==> config.mk <==
export PLATFORM = sky130hd
export DESIGN_NAME = irq_priority
export DESIGN_NICKNAME = d
export VERILOG_FILES = /design/src/design/irq_pkg.sv /design/src/design/irq_priority.sv
export SDC_FILE = /design/constraint.sdc
export NUM_CORES = 1
export LEC_CHECK = 0
export BUFFER_PORTS_ARGS = -buffer_cell sky130_fd_sc_hd__buf_2
export CAP_MARGIN = 20
export CORE_AREA = 2 2 77 79
export DETAILED_ROUTE_END_ITERATION = 8
export DIE_AREA = 0 0 79 81
export PLACE_DENSITY = 0.86
export SETUP_SLACK_MARGIN = 0.15
export SYNTH_ARGS = -nofsm -noshare
export SYNTH_HDL_FRONTEND = slang
export SYNTH_SLANG_ARGS = --single-unit
==> constraint.sdc <==
create_clock -name clk -period 1.72 [get_ports clk]
set_clock_uncertainty 0.05 [all_clocks]
set_input_delay 0.344 -clock clk [delete_from_list [all_inputs] [get_ports clk]]
set_output_delay 0.344 -clock clk [all_outputs]
set_load 0.05 [all_outputs]
==> src/design/irq_pkg.sv <==
package irq_pkg;

  // Wishbone register offsets (byte addresses)
  localparam logic [3:0] CTRL_OFFSET = 4'h0;
  localparam logic [3:0] STATUS_OFFSET = 4'h4;
  localparam logic CTRL_RESET = 1'b0;
  localparam int CTRL_FREEZE_BIT = 0;

  // Synchronised input positions
  localparam int PIN_TRAP = 0;
  localparam int PIN_EDGE = 1;
  localparam int PIN_HI = 2;
  localparam int PIN_LO = 3;
  localparam int PIN_GEN = 4;
  localparam int PIN_SERIAL_IN = 5;
  localparam int PIN_HOLD = 6;
  localparam int PIN_COUNT = 7;

  // Mask-set accumulator layout
  localparam int SET_SERIAL_DATA_BIT = 7;
  localparam int SET_SOE_BIT = 6;
  localparam int SET_EDGE_CLR_BIT = 4;
  localparam int SET_MSE_BIT = 3;

  // Mask-read result layout
  localparam int READ_SERIAL_IN_BIT = 7;
  localparam int READ_PEND_LSB = 4;
  localparam int READ_IE_BIT = 3;

  // Values after reset
  localparam logic [2:0] MASK_RESET = 3'h7;
  localparam logic SERIAL_OUT_RESET = 1'b0;

  // Restart addresses
  localparam logic [15:0] VEC_TRAP = 16'h0024;
  localparam logic [15:0] VEC_EDGE = 16'h003c;
  localparam logic [15:0] VEC_HI = 16'h0034;
  localparam logic [15:0] VEC_LO = 16'h002c;
  localparam logic [15:0] VEC_NONE = 16'h0000;

  typedef enum logic [2:0] {
    SRC_NONE = 3'b000,
    SRC_TRAP = 3'b001,
    SRC_EDGE = 3'b010,
    SRC_HI = 3'b011,
    SRC_LO = 3'b100,
    SRC_GEN = 3'b101
  } src_e;

  typedef enum logic [1:0] {
    SVC_IDLE = 2'b00,
    SVC_PUSH = 2'b01,
    SVC_BRANCH = 2'b10
  } svc_e;

  typedef struct packed {
    logic instr_boundary;
    logic enable_interrupts_instruction;
    logic di;
    logic mask_set;
    logic mask_read;
    logic [7:0] acc;
  } core_cmd_s;

  typedef struct packed {
    logic push_pc;
    logic branch;
    logic ack_general;
    logic [15:0] vector;
  } take_s;

endpackage : irq_pkg

==> src/design/irq_priority.sv <==
// Decided for this implementation: register access over Wishbone and the placing of the registers.
`timescale 1ns/10ps
module irq_priority (
  input wire logic clk,
  input wire logic resetn,
  input wire logic wb_cyc_i,
  input wire logic wb_stb_i,
  input wire logic wb_we_i,
  input wire logic [3:0] wb_adr_i,
  input wire logic [3:0] wb_sel_i,
  input wire logic [31:0] wb_dat_i,
  output logic [31:0] wb_dat_o,
  output logic wb_ack_o,
  input wire logic trap_pin,
  input wire logic restart_edge_pin,
  input wire logic restart_hi_pin,
  input wire logic restart_lo_pin,
  input wire logic general_interrupt_request,
  input wire logic serial_input_line,
  input wire logic bus_hold_request,
  input wire irq_pkg::core_cmd_s core_cmd,
  output irq_pkg::take_s take,
  output logic interrupt_acknowledge_strobe,
  output logic [7:0] mask_read_data,
  output logic serial_output_line,
  output logic bus_hold_sync,
  output logic internal_clock_out
);
  import irq_pkg::*;

  logic [PIN_COUNT-1:0] pin_raw;
  logic [PIN_COUNT-1:0] sync1;
  logic [PIN_COUNT-1:0] sync2;
  logic trap_d;
  logic edge_d;
  logic trap_rise;
  logic edge_rise;
  logic trap_req;
  logic edge_req;
  logic [2:0] masks;
  logic ie;
  logic saved_ie;
  logic saved_valid;
  logic freeze;
  logic [4:0] req;
  src_e next_src;
  src_e cur_src;
  svc_e state;
  logic accept;
  logic wb_hit;
  logic [15:0] vector_q;

  // Priority pick among pending requests
  function automatic src_e pick(input logic [4:0] r);
    if (r[0]) begin
      pick = SRC_TRAP;
    end else if (r[1]) begin
      pick = SRC_EDGE;
    end else if (r[2]) begin
      pick = SRC_HI;
    end else if (r[3]) begin
      pick = SRC_LO;
    end else if (r[4]) begin
      pick = SRC_GEN;
    end else begin
      pick = SRC_NONE;
    end
  endfunction : pick

  // Restart address of a source
  function automatic logic [15:0] vector_of(input src_e s);
    case (s)
      SRC_TRAP: vector_of = VEC_TRAP;
      SRC_EDGE: vector_of = VEC_EDGE;
      SRC_HI: vector_of = VEC_HI;
      SRC_LO: vector_of = VEC_LO;
      default: vector_of = VEC_NONE;
    endcase
  endfunction : vector_of

  assign pin_raw = {bus_hold_request, serial_input_line, general_interrupt_request,
                    restart_lo_pin, restart_hi_pin, restart_edge_pin, trap_pin};

  // Two-stage synchronisers on every pin
  generate
    for (genvar i = 0; i < PIN_COUNT; i++) begin : g_sync
      always_ff @(posedge clk or negedge resetn) begin
        if (!resetn) begin
          sync1[i] <= 1'b0;
          sync2[i] <= 1'b0;
        end else begin
          sync1[i] <= pin_raw[i];
          sync2[i] <= sync1[i];
        end
      end
    end
  endgenerate

  assign bus_hold_sync = sync2[PIN_HOLD];

  // Internal clock at half rate
  always_ff @(posedge clk or negedge resetn) begin
    if (!resetn) begin
      internal_clock_out <= 1'b0;
    end else begin
      internal_clock_out <= ~internal_clock_out;
    end
  end

  // Delayed copies for edge detection
  always_ff @(posedge clk or negedge resetn) begin
    if (!resetn) begin
      trap_d <= 1'b0;
      edge_d <= 1'b0;
    end else begin
      trap_d <= sync2[PIN_TRAP];
      edge_d <= sync2[PIN_EDGE];
    end
  end

  assign trap_rise = sync2[PIN_TRAP] & ~trap_d;
  assign edge_rise = sync2[PIN_EDGE] & ~edge_d;

  // Request vector, bit 0 highest
  assign req[0] = trap_req;
  assign req[1] = edge_req & ~masks[2] & ie;
  assign req[2] = sync2[PIN_HI] & ~masks[1] & ie;
  assign req[3] = sync2[PIN_LO] & ~masks[0] & ie;
  assign req[4] = sync2[PIN_GEN] & ie;
  assign next_src = pick(req);
  // No memory of the routine in service enters the pick
  assign accept = (state == SVC_IDLE) && core_cmd.instr_boundary &&
                  (next_src != SRC_NONE) && !freeze;

  // Nonmaskable request: edge arms it, low level drops it
  always_ff @(posedge clk or negedge resetn) begin
    if (!resetn) begin
      trap_req <= 1'b0;
    end else if (trap_rise) begin
      trap_req <= 1'b1;
    end else if (!sync2[PIN_TRAP] || (accept && next_src == SRC_TRAP)) begin
      trap_req <= 1'b0;
    end
  end

  // Latched edge restart flag; a new edge wins over any clear
  always_ff @(posedge clk or negedge resetn) begin
    if (!resetn) begin
      edge_req <= 1'b0;
    end else if (edge_rise) begin
      edge_req <= 1'b1;
    end else if (accept && next_src == SRC_EDGE) begin
      edge_req <= 1'b0;
    end else if (core_cmd.mask_set && core_cmd.acc[SET_EDGE_CLR_BIT]) begin
      edge_req <= 1'b0;
    end
  end

  // Restart masks
  always_ff @(posedge clk or negedge resetn) begin
    if (!resetn) begin
      masks <= MASK_RESET;
    end else if (core_cmd.mask_set && core_cmd.acc[SET_MSE_BIT]) begin
      masks <= core_cmd.acc[2:0];
    end
  end

  // Serial output bit
  always_ff @(posedge clk or negedge resetn) begin
    if (!resetn) begin
      serial_output_line <= SERIAL_OUT_RESET;
    end else if (core_cmd.mask_set && core_cmd.acc[SET_SOE_BIT]) begin
      serial_output_line <= core_cmd.acc[SET_SERIAL_DATA_BIT];
    end
  end

  // Global enable
  always_ff @(posedge clk or negedge resetn) begin
    if (!resetn) begin
      ie <= 1'b0;
    end else if (accept) begin
      ie <= 1'b0;
    end else if (core_cmd.enable_interrupts_instruction) begin
      ie <= 1'b1;
    end else if (core_cmd.di) begin
      ie <= 1'b0;
    end
  end

  // Enable saved by a nonmaskable service
  always_ff @(posedge clk or negedge resetn) begin
    if (!resetn) begin
      saved_ie <= 1'b0;
      saved_valid <= 1'b0;
    end else if (accept && next_src == SRC_TRAP) begin
      saved_ie <= ie;
      saved_valid <= 1'b1;
    end else if (core_cmd.mask_read) begin
      saved_valid <= 1'b0;
    end
  end

  // Mask-read result
  always_ff @(posedge clk or negedge resetn) begin
    if (!resetn) begin
      mask_read_data <= 8'h00;
    end else if (core_cmd.mask_read) begin
      mask_read_data[READ_SERIAL_IN_BIT] <= sync2[PIN_SERIAL_IN];
      mask_read_data[READ_PEND_LSB+2:READ_PEND_LSB] <=
          {edge_req, sync2[PIN_HI], sync2[PIN_LO]};
      mask_read_data[READ_IE_BIT] <= saved_valid ? saved_ie : ie;
      mask_read_data[2:0] <= masks;
    end
  end

  // Service sequence: push, then branch
  always_ff @(posedge clk or negedge resetn) begin
    if (!resetn) begin
      state <= SVC_IDLE;
      cur_src <= SRC_NONE;
      vector_q <= VEC_NONE;
    end else begin
      case (state)
        SVC_IDLE: begin
          if (accept) begin
            state <= SVC_PUSH;
            cur_src <= next_src;
            vector_q <= vector_of(next_src);
          end
        end
        SVC_PUSH: state <= SVC_BRANCH;
        SVC_BRANCH: state <= SVC_IDLE;
        default: state <= SVC_IDLE;
      endcase
    end
  end

  // Strobes towards the core
  assign take.vector = vector_q;
  assign take.push_pc = (state == SVC_PUSH);
  assign take.branch = (state == SVC_BRANCH) && (cur_src != SRC_GEN);
  assign take.ack_general = (state == SVC_BRANCH) && (cur_src == SRC_GEN);
  assign interrupt_acknowledge_strobe = take.ack_general;

  // Wishbone slave, one wait cycle
  assign wb_hit = wb_cyc_i && wb_stb_i && !wb_ack_o;

  always_ff @(posedge clk or negedge resetn) begin
    if (!resetn) begin
      wb_ack_o <= 1'b0;
    end else begin
      wb_ack_o <= wb_hit;
    end
  end

  // Control register write, taken at the edge that sees ack
  always_ff @(posedge clk or negedge resetn) begin
    if (!resetn) begin
      freeze <= CTRL_RESET;
    end else if (wb_cyc_i && wb_stb_i && wb_ack_o && wb_we_i &&
                 wb_adr_i == CTRL_OFFSET && wb_sel_i[0]) begin
      freeze <= wb_dat_i[CTRL_FREEZE_BIT];
    end
  end

  // Register read data; unmapped reads zero
  always_ff @(posedge clk or negedge resetn) begin
    if (!resetn) begin
      wb_dat_o <= 32'h0000_0000;
    end else if (wb_hit && !wb_we_i) begin
      case (wb_adr_i)
        CTRL_OFFSET: wb_dat_o <= {31'h0000_0000, freeze};
        STATUS_OFFSET: wb_dat_o <= {19'h0_0000, state, saved_valid,
                                    serial_output_line, sync2[PIN_GEN],
                                    sync2[PIN_LO], sync2[PIN_HI], edge_req,
                                    trap_req, ie, masks};
        default: wb_dat_o <= 32'h0000_0000;
      endcase
    end
  end

  property p_trap_vec;
    @(posedge clk) disable iff (!resetn)
    accept && next_src == SRC_TRAP |=> take.vector == VEC_TRAP && take.push_pc;
  endproperty
  a_trap_vec: assert property (p_trap_vec)
    else $error("trap vector or push missing");

  property p_edge_latch;
    @(posedge clk) disable iff (!resetn)
    edge_rise |=> edge_req;
  endproperty
  a_edge_latch: assert property (p_edge_latch)
    else $error("edge flag not set by pulse");

  property p_push_then_branch;
    @(posedge clk) disable iff (!resetn)
    take.push_pc |=> (take.branch || take.ack_general) ##1 !take.push_pc;
  endproperty
  a_push_then_branch: assert property (p_push_then_branch)
    else $error("branch did not follow push");

  property p_enable_cleared;
    @(posedge clk) disable iff (!resetn)
    accept |=> !ie [*2];
  endproperty
  a_enable_cleared: assert property (p_enable_cleared)
    else $error("enable still set after service");

  property p_trap_unmasked;
    @(posedge clk) disable iff (!resetn)
    trap_req && state == SVC_IDLE && core_cmd.instr_boundary && !freeze
      |=> state == SVC_PUSH && cur_src == SRC_TRAP;
  endproperty
  a_trap_unmasked: assert property (p_trap_unmasked)
    else $error("trap not taken");

  property p_mask_gate;
    @(posedge clk) disable iff (!resetn)
    accept && next_src == SRC_HI |-> ie && !masks[1];
  endproperty
  a_mask_gate: assert property (p_mask_gate)
    else $error("masked restart taken");

  property p_edge_cleared;
    @(posedge clk) disable iff (!resetn)
    accept && next_src == SRC_EDGE && !edge_rise |=> !edge_req;
  endproperty
  a_edge_cleared: assert property (p_edge_cleared)
    else $error("edge flag kept after service");

  property p_trap_rearm;
    @(posedge clk) disable iff (!resetn)
    trap_req && !sync2[PIN_TRAP] |=> !trap_req;
  endproperty
  a_trap_rearm: assert property (p_trap_rearm)
    else $error("trap held without level");

  property p_saved_read;
    @(posedge clk) disable iff (!resetn)
    core_cmd.mask_read && saved_valid
      |=> mask_read_data[READ_IE_BIT] == $past(saved_ie) && !saved_valid;
  endproperty
  a_saved_read: assert property (p_saved_read)
    else $error("saved enable not returned");

  property p_order;
    @(posedge clk) disable iff (!resetn)
    accept && req[1] && !req[0] |-> next_src == SRC_EDGE;
  endproperty
  a_order: assert property (p_order)
    else $error("priority order broken");

  property p_mask_source;
    @(posedge clk) disable iff (!resetn)
    !$stable(masks) |-> $past(core_cmd.mask_set);
  endproperty
  a_mask_source: assert property (p_mask_source)
    else $error("masks changed without mask-set");

  property p_serial_out;
    @(posedge clk) disable iff (!resetn)
    core_cmd.mask_set && core_cmd.acc[SET_SOE_BIT]
      |=> serial_output_line == $past(core_cmd.acc[SET_SERIAL_DATA_BIT]);
  endproperty
  a_serial_out: assert property (p_serial_out)
    else $error("serial output not driven");

endmodule : irq_priority
### After elaboration in Yosys (flattened, before gate mapping)

Cells that the tools add are included.

| word-level totals | value |
|---|---|
| bits of input ports | 65 |
| flip-flop bits (word level) | 89 |

| cells by class | value |
|---|---|
| reductions and logical operators | 30 |
| mux-type cells | 20 |
| bitwise logic cells | 15 |
| equality and inequality tests | 10 |

Operators with widths:

| cell | number |
|---|---|
| $pmux W13 S2 | 1 |
| $pmux W6 S4 | 1 |
| $logic_and A1 B1 Y1 | 17 |
| $mux W3 | 5 |
| $mux W1 | 11 |
| $and A1 B1 Y1 | 9 |
| $reduce_bool A3 Y1 | 3 |
| $eq A3 B2 Y1 const B | 2 |
| $eq A3 B3 Y1 const B | 2 |
| $not A1 Y1 | 6 |
| $eq A4 B3 Y1 const B | 1 |
| $logic_not A1 Y1 | 4 |
| $logic_not A4 Y1 | 1 |
| $pmux W2 S2 | 1 |
| $reduce_bool A2 Y1 | 2 |
| $eq A3 B1 Y1 const B | 1 |
| $ne A3 B3 Y1 const B | 1 |
| $eq A2 B1 Y1 const B | 1 |
| $eq A2 B2 Y1 const B | 1 |
| $logic_not A2 Y1 | 1 |
| $mux W2 | 1 |
| $ne A2 B2 Y1 const B | 1 |
| $reduce_and A2 Y1 | 1 |
| $logic_or A1 B1 Y1 | 1 |

### Longest topological paths before layout

| depth | value |
|---|---|
| depth after elaboration | 14 |
| depth in mapped cells | 6 |

### Worst setup path after synthesis

No wires, ideal clock.

| timing | value |
|---|---|
| path kind | register -> output |
| start | register state[0] |
| end | output take[16] (netlist bit) |
| stages on the path, launching flop included | 4 |
| arrival | 2,162 ps |
| path buffers | 1 |
| required time | 1,326 ps |
| setup slack | -836 ps |
| cell sequence | dfrtp_1 > or2b_1 > nor3_1 > buf_4 |

| on the way | value |
|---|---|
| word-level cells in the longest chain between the ends | 2 |

Ends and longest elaborated chain:

| element | line | source |
|---|---|---|
| start, declared | irq_priority.sv:48 | `svc_e state;` |
| start signal, assigned | irq_priority.sv:219 | `state <= SVC_IDLE;` |
| start signal, assigned | irq_priority.sv:226 | `state <= SVC_PUSH;` |
| start signal, assigned | irq_priority.sv:231 | `SVC_PUSH: state <= SVC_BRANCH;` |
| $eq A2 B2 Y1 | irq_priority.sv:242 | `assign take.ack_general = (state == SVC_BRANCH) && (cur_src == SRC_GEN);` |
| $logic_and A1 B1 Y1 | irq_priority.sv:242 |  |
| end, declared | irq_priority.sv:22 | `output irq_pkg::take_s take,` |

No other way between the ends.

==> flow_summary_export.csv <==
group,metric,value,unit
worst_hold_path,min_path_type,"primary input to register",
yosys,synth_top_area_share,56.5,%
yosys,synth_top_cell_by_area,"dfrtp_1",
setup_path,cp-end-kind,"primary output",
final_layout,diodes,0,
setup_path,rr_startpoint,"state[0]",
yosys,yosysSeqAreaShare,59.8,%
sta,fin_ws,-0.00612,ns
routing,viasPerCell,4.64,
clocking,clk_latency,0.33,ns
clocking,cts_buffer_depth,2,
clocking,cts.sinks,57,
placement,place_ws,0.0597,ns
setup_path,worstSetupStartpoint,"state[0]",
floorplan,fp.dieW,79,um
final_layout,fin_cells,345,
final_layout,final_util,55.1,%
sta,hold_viol,0,
sta,rsz0062_at_grt,"yes",
yosys,synth_compound_area_share,10.9,%
global_routing,overflow,0,
final_layout,nNetsFinal,330,
setup_path,start_kind,"register",
placement,placed_cells,321,
setup_path,ff2ff_path_depth,6,
sta,slew_viol_final,0,
yosys,yosys.cell_types.count,41,
job,drv_cap,0,
floorplan,io_pins,129,
yosys,synth.area.mux_share,6.90,%
global_routing,grt_pass1_wl,7170,um
yosys,synth_simple_gate_area_share,9.15,%
floorplan,die_area,0.00640,mm2
routing,antenna_left,0,
routing,drt-initial-drc-count,84,
pwr,p_per_area,1450,mW/mm2
clocking,cts_buffers,9,
final_layout,area_growth,30.6,%
clocking,cts_tree,"built",
clocking,h-tree-depth,3,
routing,wire_per_inst,13.9,um
yosys,ys.flop_type,"dfrtp_1",
global_routing,first_global_vias,1482,
global_routing,grtUsageTotal,15.4,%
final_layout,fillers,505,
yosys,synthCells,186,
pwr,ir_drop,0.623,mV
run_status,violations,"negative setup slack",
floorplan,initial_core_util,42.2,%
routing,drc,0,
yosys,yosysWarnings,0,
routing,vias,1600,
worst_hold_path,min-delay-start,"trap_pin",
yosys,syn_area_per_cell,12.9,um2
yosys,synthArstFlopShare,100,%
run_status,outcome,"finished with violations",
clocking,cts-root-buf,"clkbuf_8",
yosys,synth_seq_cells,57,
sta,layout_min_cycle_time,1.73,ns
yosys,synthAdderAreaFrac,0,%
final_layout,drive_gt1_share,47.8,%
yosys,synth_area_leaders,"dfrtp_1, buf_4, mux2_2",
pwr,leakagePower,0.00158,uW
yosys,synth-xor-area-share,0,%
setup_path,required,1.33,ns
sta,setup-violations-final,2,
sta,fin_crit_sh,100,%
sta,max_clock_freq,579,MHz
placement,place.port_buffers,62,
yosys,syn-cell-area,0.00239,mm2
global_routing,grt_max_degree,58,
routing,wirelength,4780,um
floorplan,die_y,81,um
clocking,clk_pin_slew,0.07,ns
yosys,synth_top_family_by_area,"buffers and inverters",
placement,dp_hpwl,3180,um
global_routing,grt_antenna_before_repair,0,
worst_hold_path,whs_path_depth,1,
yosys,synth_edf_count,0,
placement,place_congestion,0.903,
floorplan,rows,28,
setup_path,critPathMaxFanout,2,
setup_path,path_class,"register to primary output",
setup_path,worstPathArrival,1.33,ns
routing,drt-pass1-iter-count,4,
floorplan,coreArea,0.00568,mm2
## synth_stat cells (all sizes together) (2+ instances only)
cell    number
a22o        12
nor3         4
o21ai        4
nand2b       5
or3          2
inv          8
dfstp        3
mux2        12
a21oi        5
nand2        7
and2b        2
mux2i        3
buf         37
dfrtp       54
o22ai        2
nor2         6
## cell type report
type                            instances  area [um2]  area share [%]
Timing Repair Buffer                   76         475            15.2
Sequential cell                        57        1430            45.8
Inverter                                8        30.0           0.961
Clock buffer                           11         151            4.84
Clock inverter                          5        77.6            2.48
Tap cell                               75        93.8            3.00
Multi-Input combinational cell        113         865            27.7
## state kept, by name, indices dropped and copies added, names as in the netlist, 2 cells and up
| register | flops |
|---|---|
| cur_src | 3 |
| mask_read_data | 8 |
| masks | 3 |
| state | 2 |
| sync1 | 7 |
| sync2 | 6 |
| vector_q | 3 |
| wb_dat_o | 13 |
## cell usage in the layout (no fill, tap or decap), types with 2 or more instances in the layout
cell type and count:
nand2_1 7, and2b_1 2, buf_6 6, nand2b_1 2, buf_4 9, nand2b_2 3
a21oi_1 3, clkbuf_8 11, nor3_4 2, dfstp_2 3, o21ai_1 2, buf_2 58
mux2i_1 3, dfrtp_1 52, clkinv_2 2, mux2_2 12, bufinv_16 2, buf_12 2
dfrtp_2 2, inv_1 8, nor2_1 5, a22o_1 12, conb_1 31
## logic make-up (layout without fill, tap and decap cells)
logic type / after synthesis / count (layout)
AND/OR/NAND/NOR: 34 / 34
multiplexers: 15 / 15
other: 1 / 31
buffers and inverters: 46 / 100
AO/OA/AOI/OAI: 33 / 33
flip-flops: 57 / 57
## critical path: stages, from the launching register on
cell	delay [ns]
dfrtp_1	0.38
or2b_4	0.27
nor3_4	0.16
buf_6	0.19
## power by group
part	total (uW)	leakage (uW)	switching, uW	internal, uW
clock	1410	0.000115	522	889
combinational	1450	0.000762	974	472
sequential	1670	0.000698	131	1540
total	4530	0.00158	1630	2900
## what timing repair did
item,4_1_cts,5_1_grt
hold buffers,1,0
hold endpoints to repair,54,0
pin swaps,6,4
setup endpoints to repair,9,17
setup buffers,6,1
resized for setup,21,12
## final timing paths
check	to	slack (ns)
max reg2reg	cur_src[1]	0.01
min in group asynchronous	wb_dat_o[7]	0.50
min	sync1[0]	0.06
max	take[16]	-0.006
min reg2reg	sync2[2]	0.29
max in group asynchronous	masks[1]	0.83
## per-layer routing
| layer | up-vias | track usage [%] | share of wire (%) |
|---|---|---|---|
| li1 | 732 | - | - |
| met1 | 786 | 17.8 | 41 |
| met2 | 65 | 23.8 | 48 |
| met3 | 17 | 4.44 | 6.5 |
| met4 | 0 | 12.9 | 4.3 |
| met5 | - | 0 | 0 |
## per-stage QoR
stage                     hold slack (ns)  power, uW  TNS [ns]  area [um2]
after floorplan                  -0.00159       2690   -0.0687        2530
after global placement              0.283       2880         0        2710
after detailed placement            0.285       2910         0        2710
after CTS                          0.0452       4500   -0.0884        3070
after global routing               0.0455       4740    -0.245        3130
final                              0.0641       4530   -0.0110        3130
Note: power is estimated with default switching activity, not from simulation.
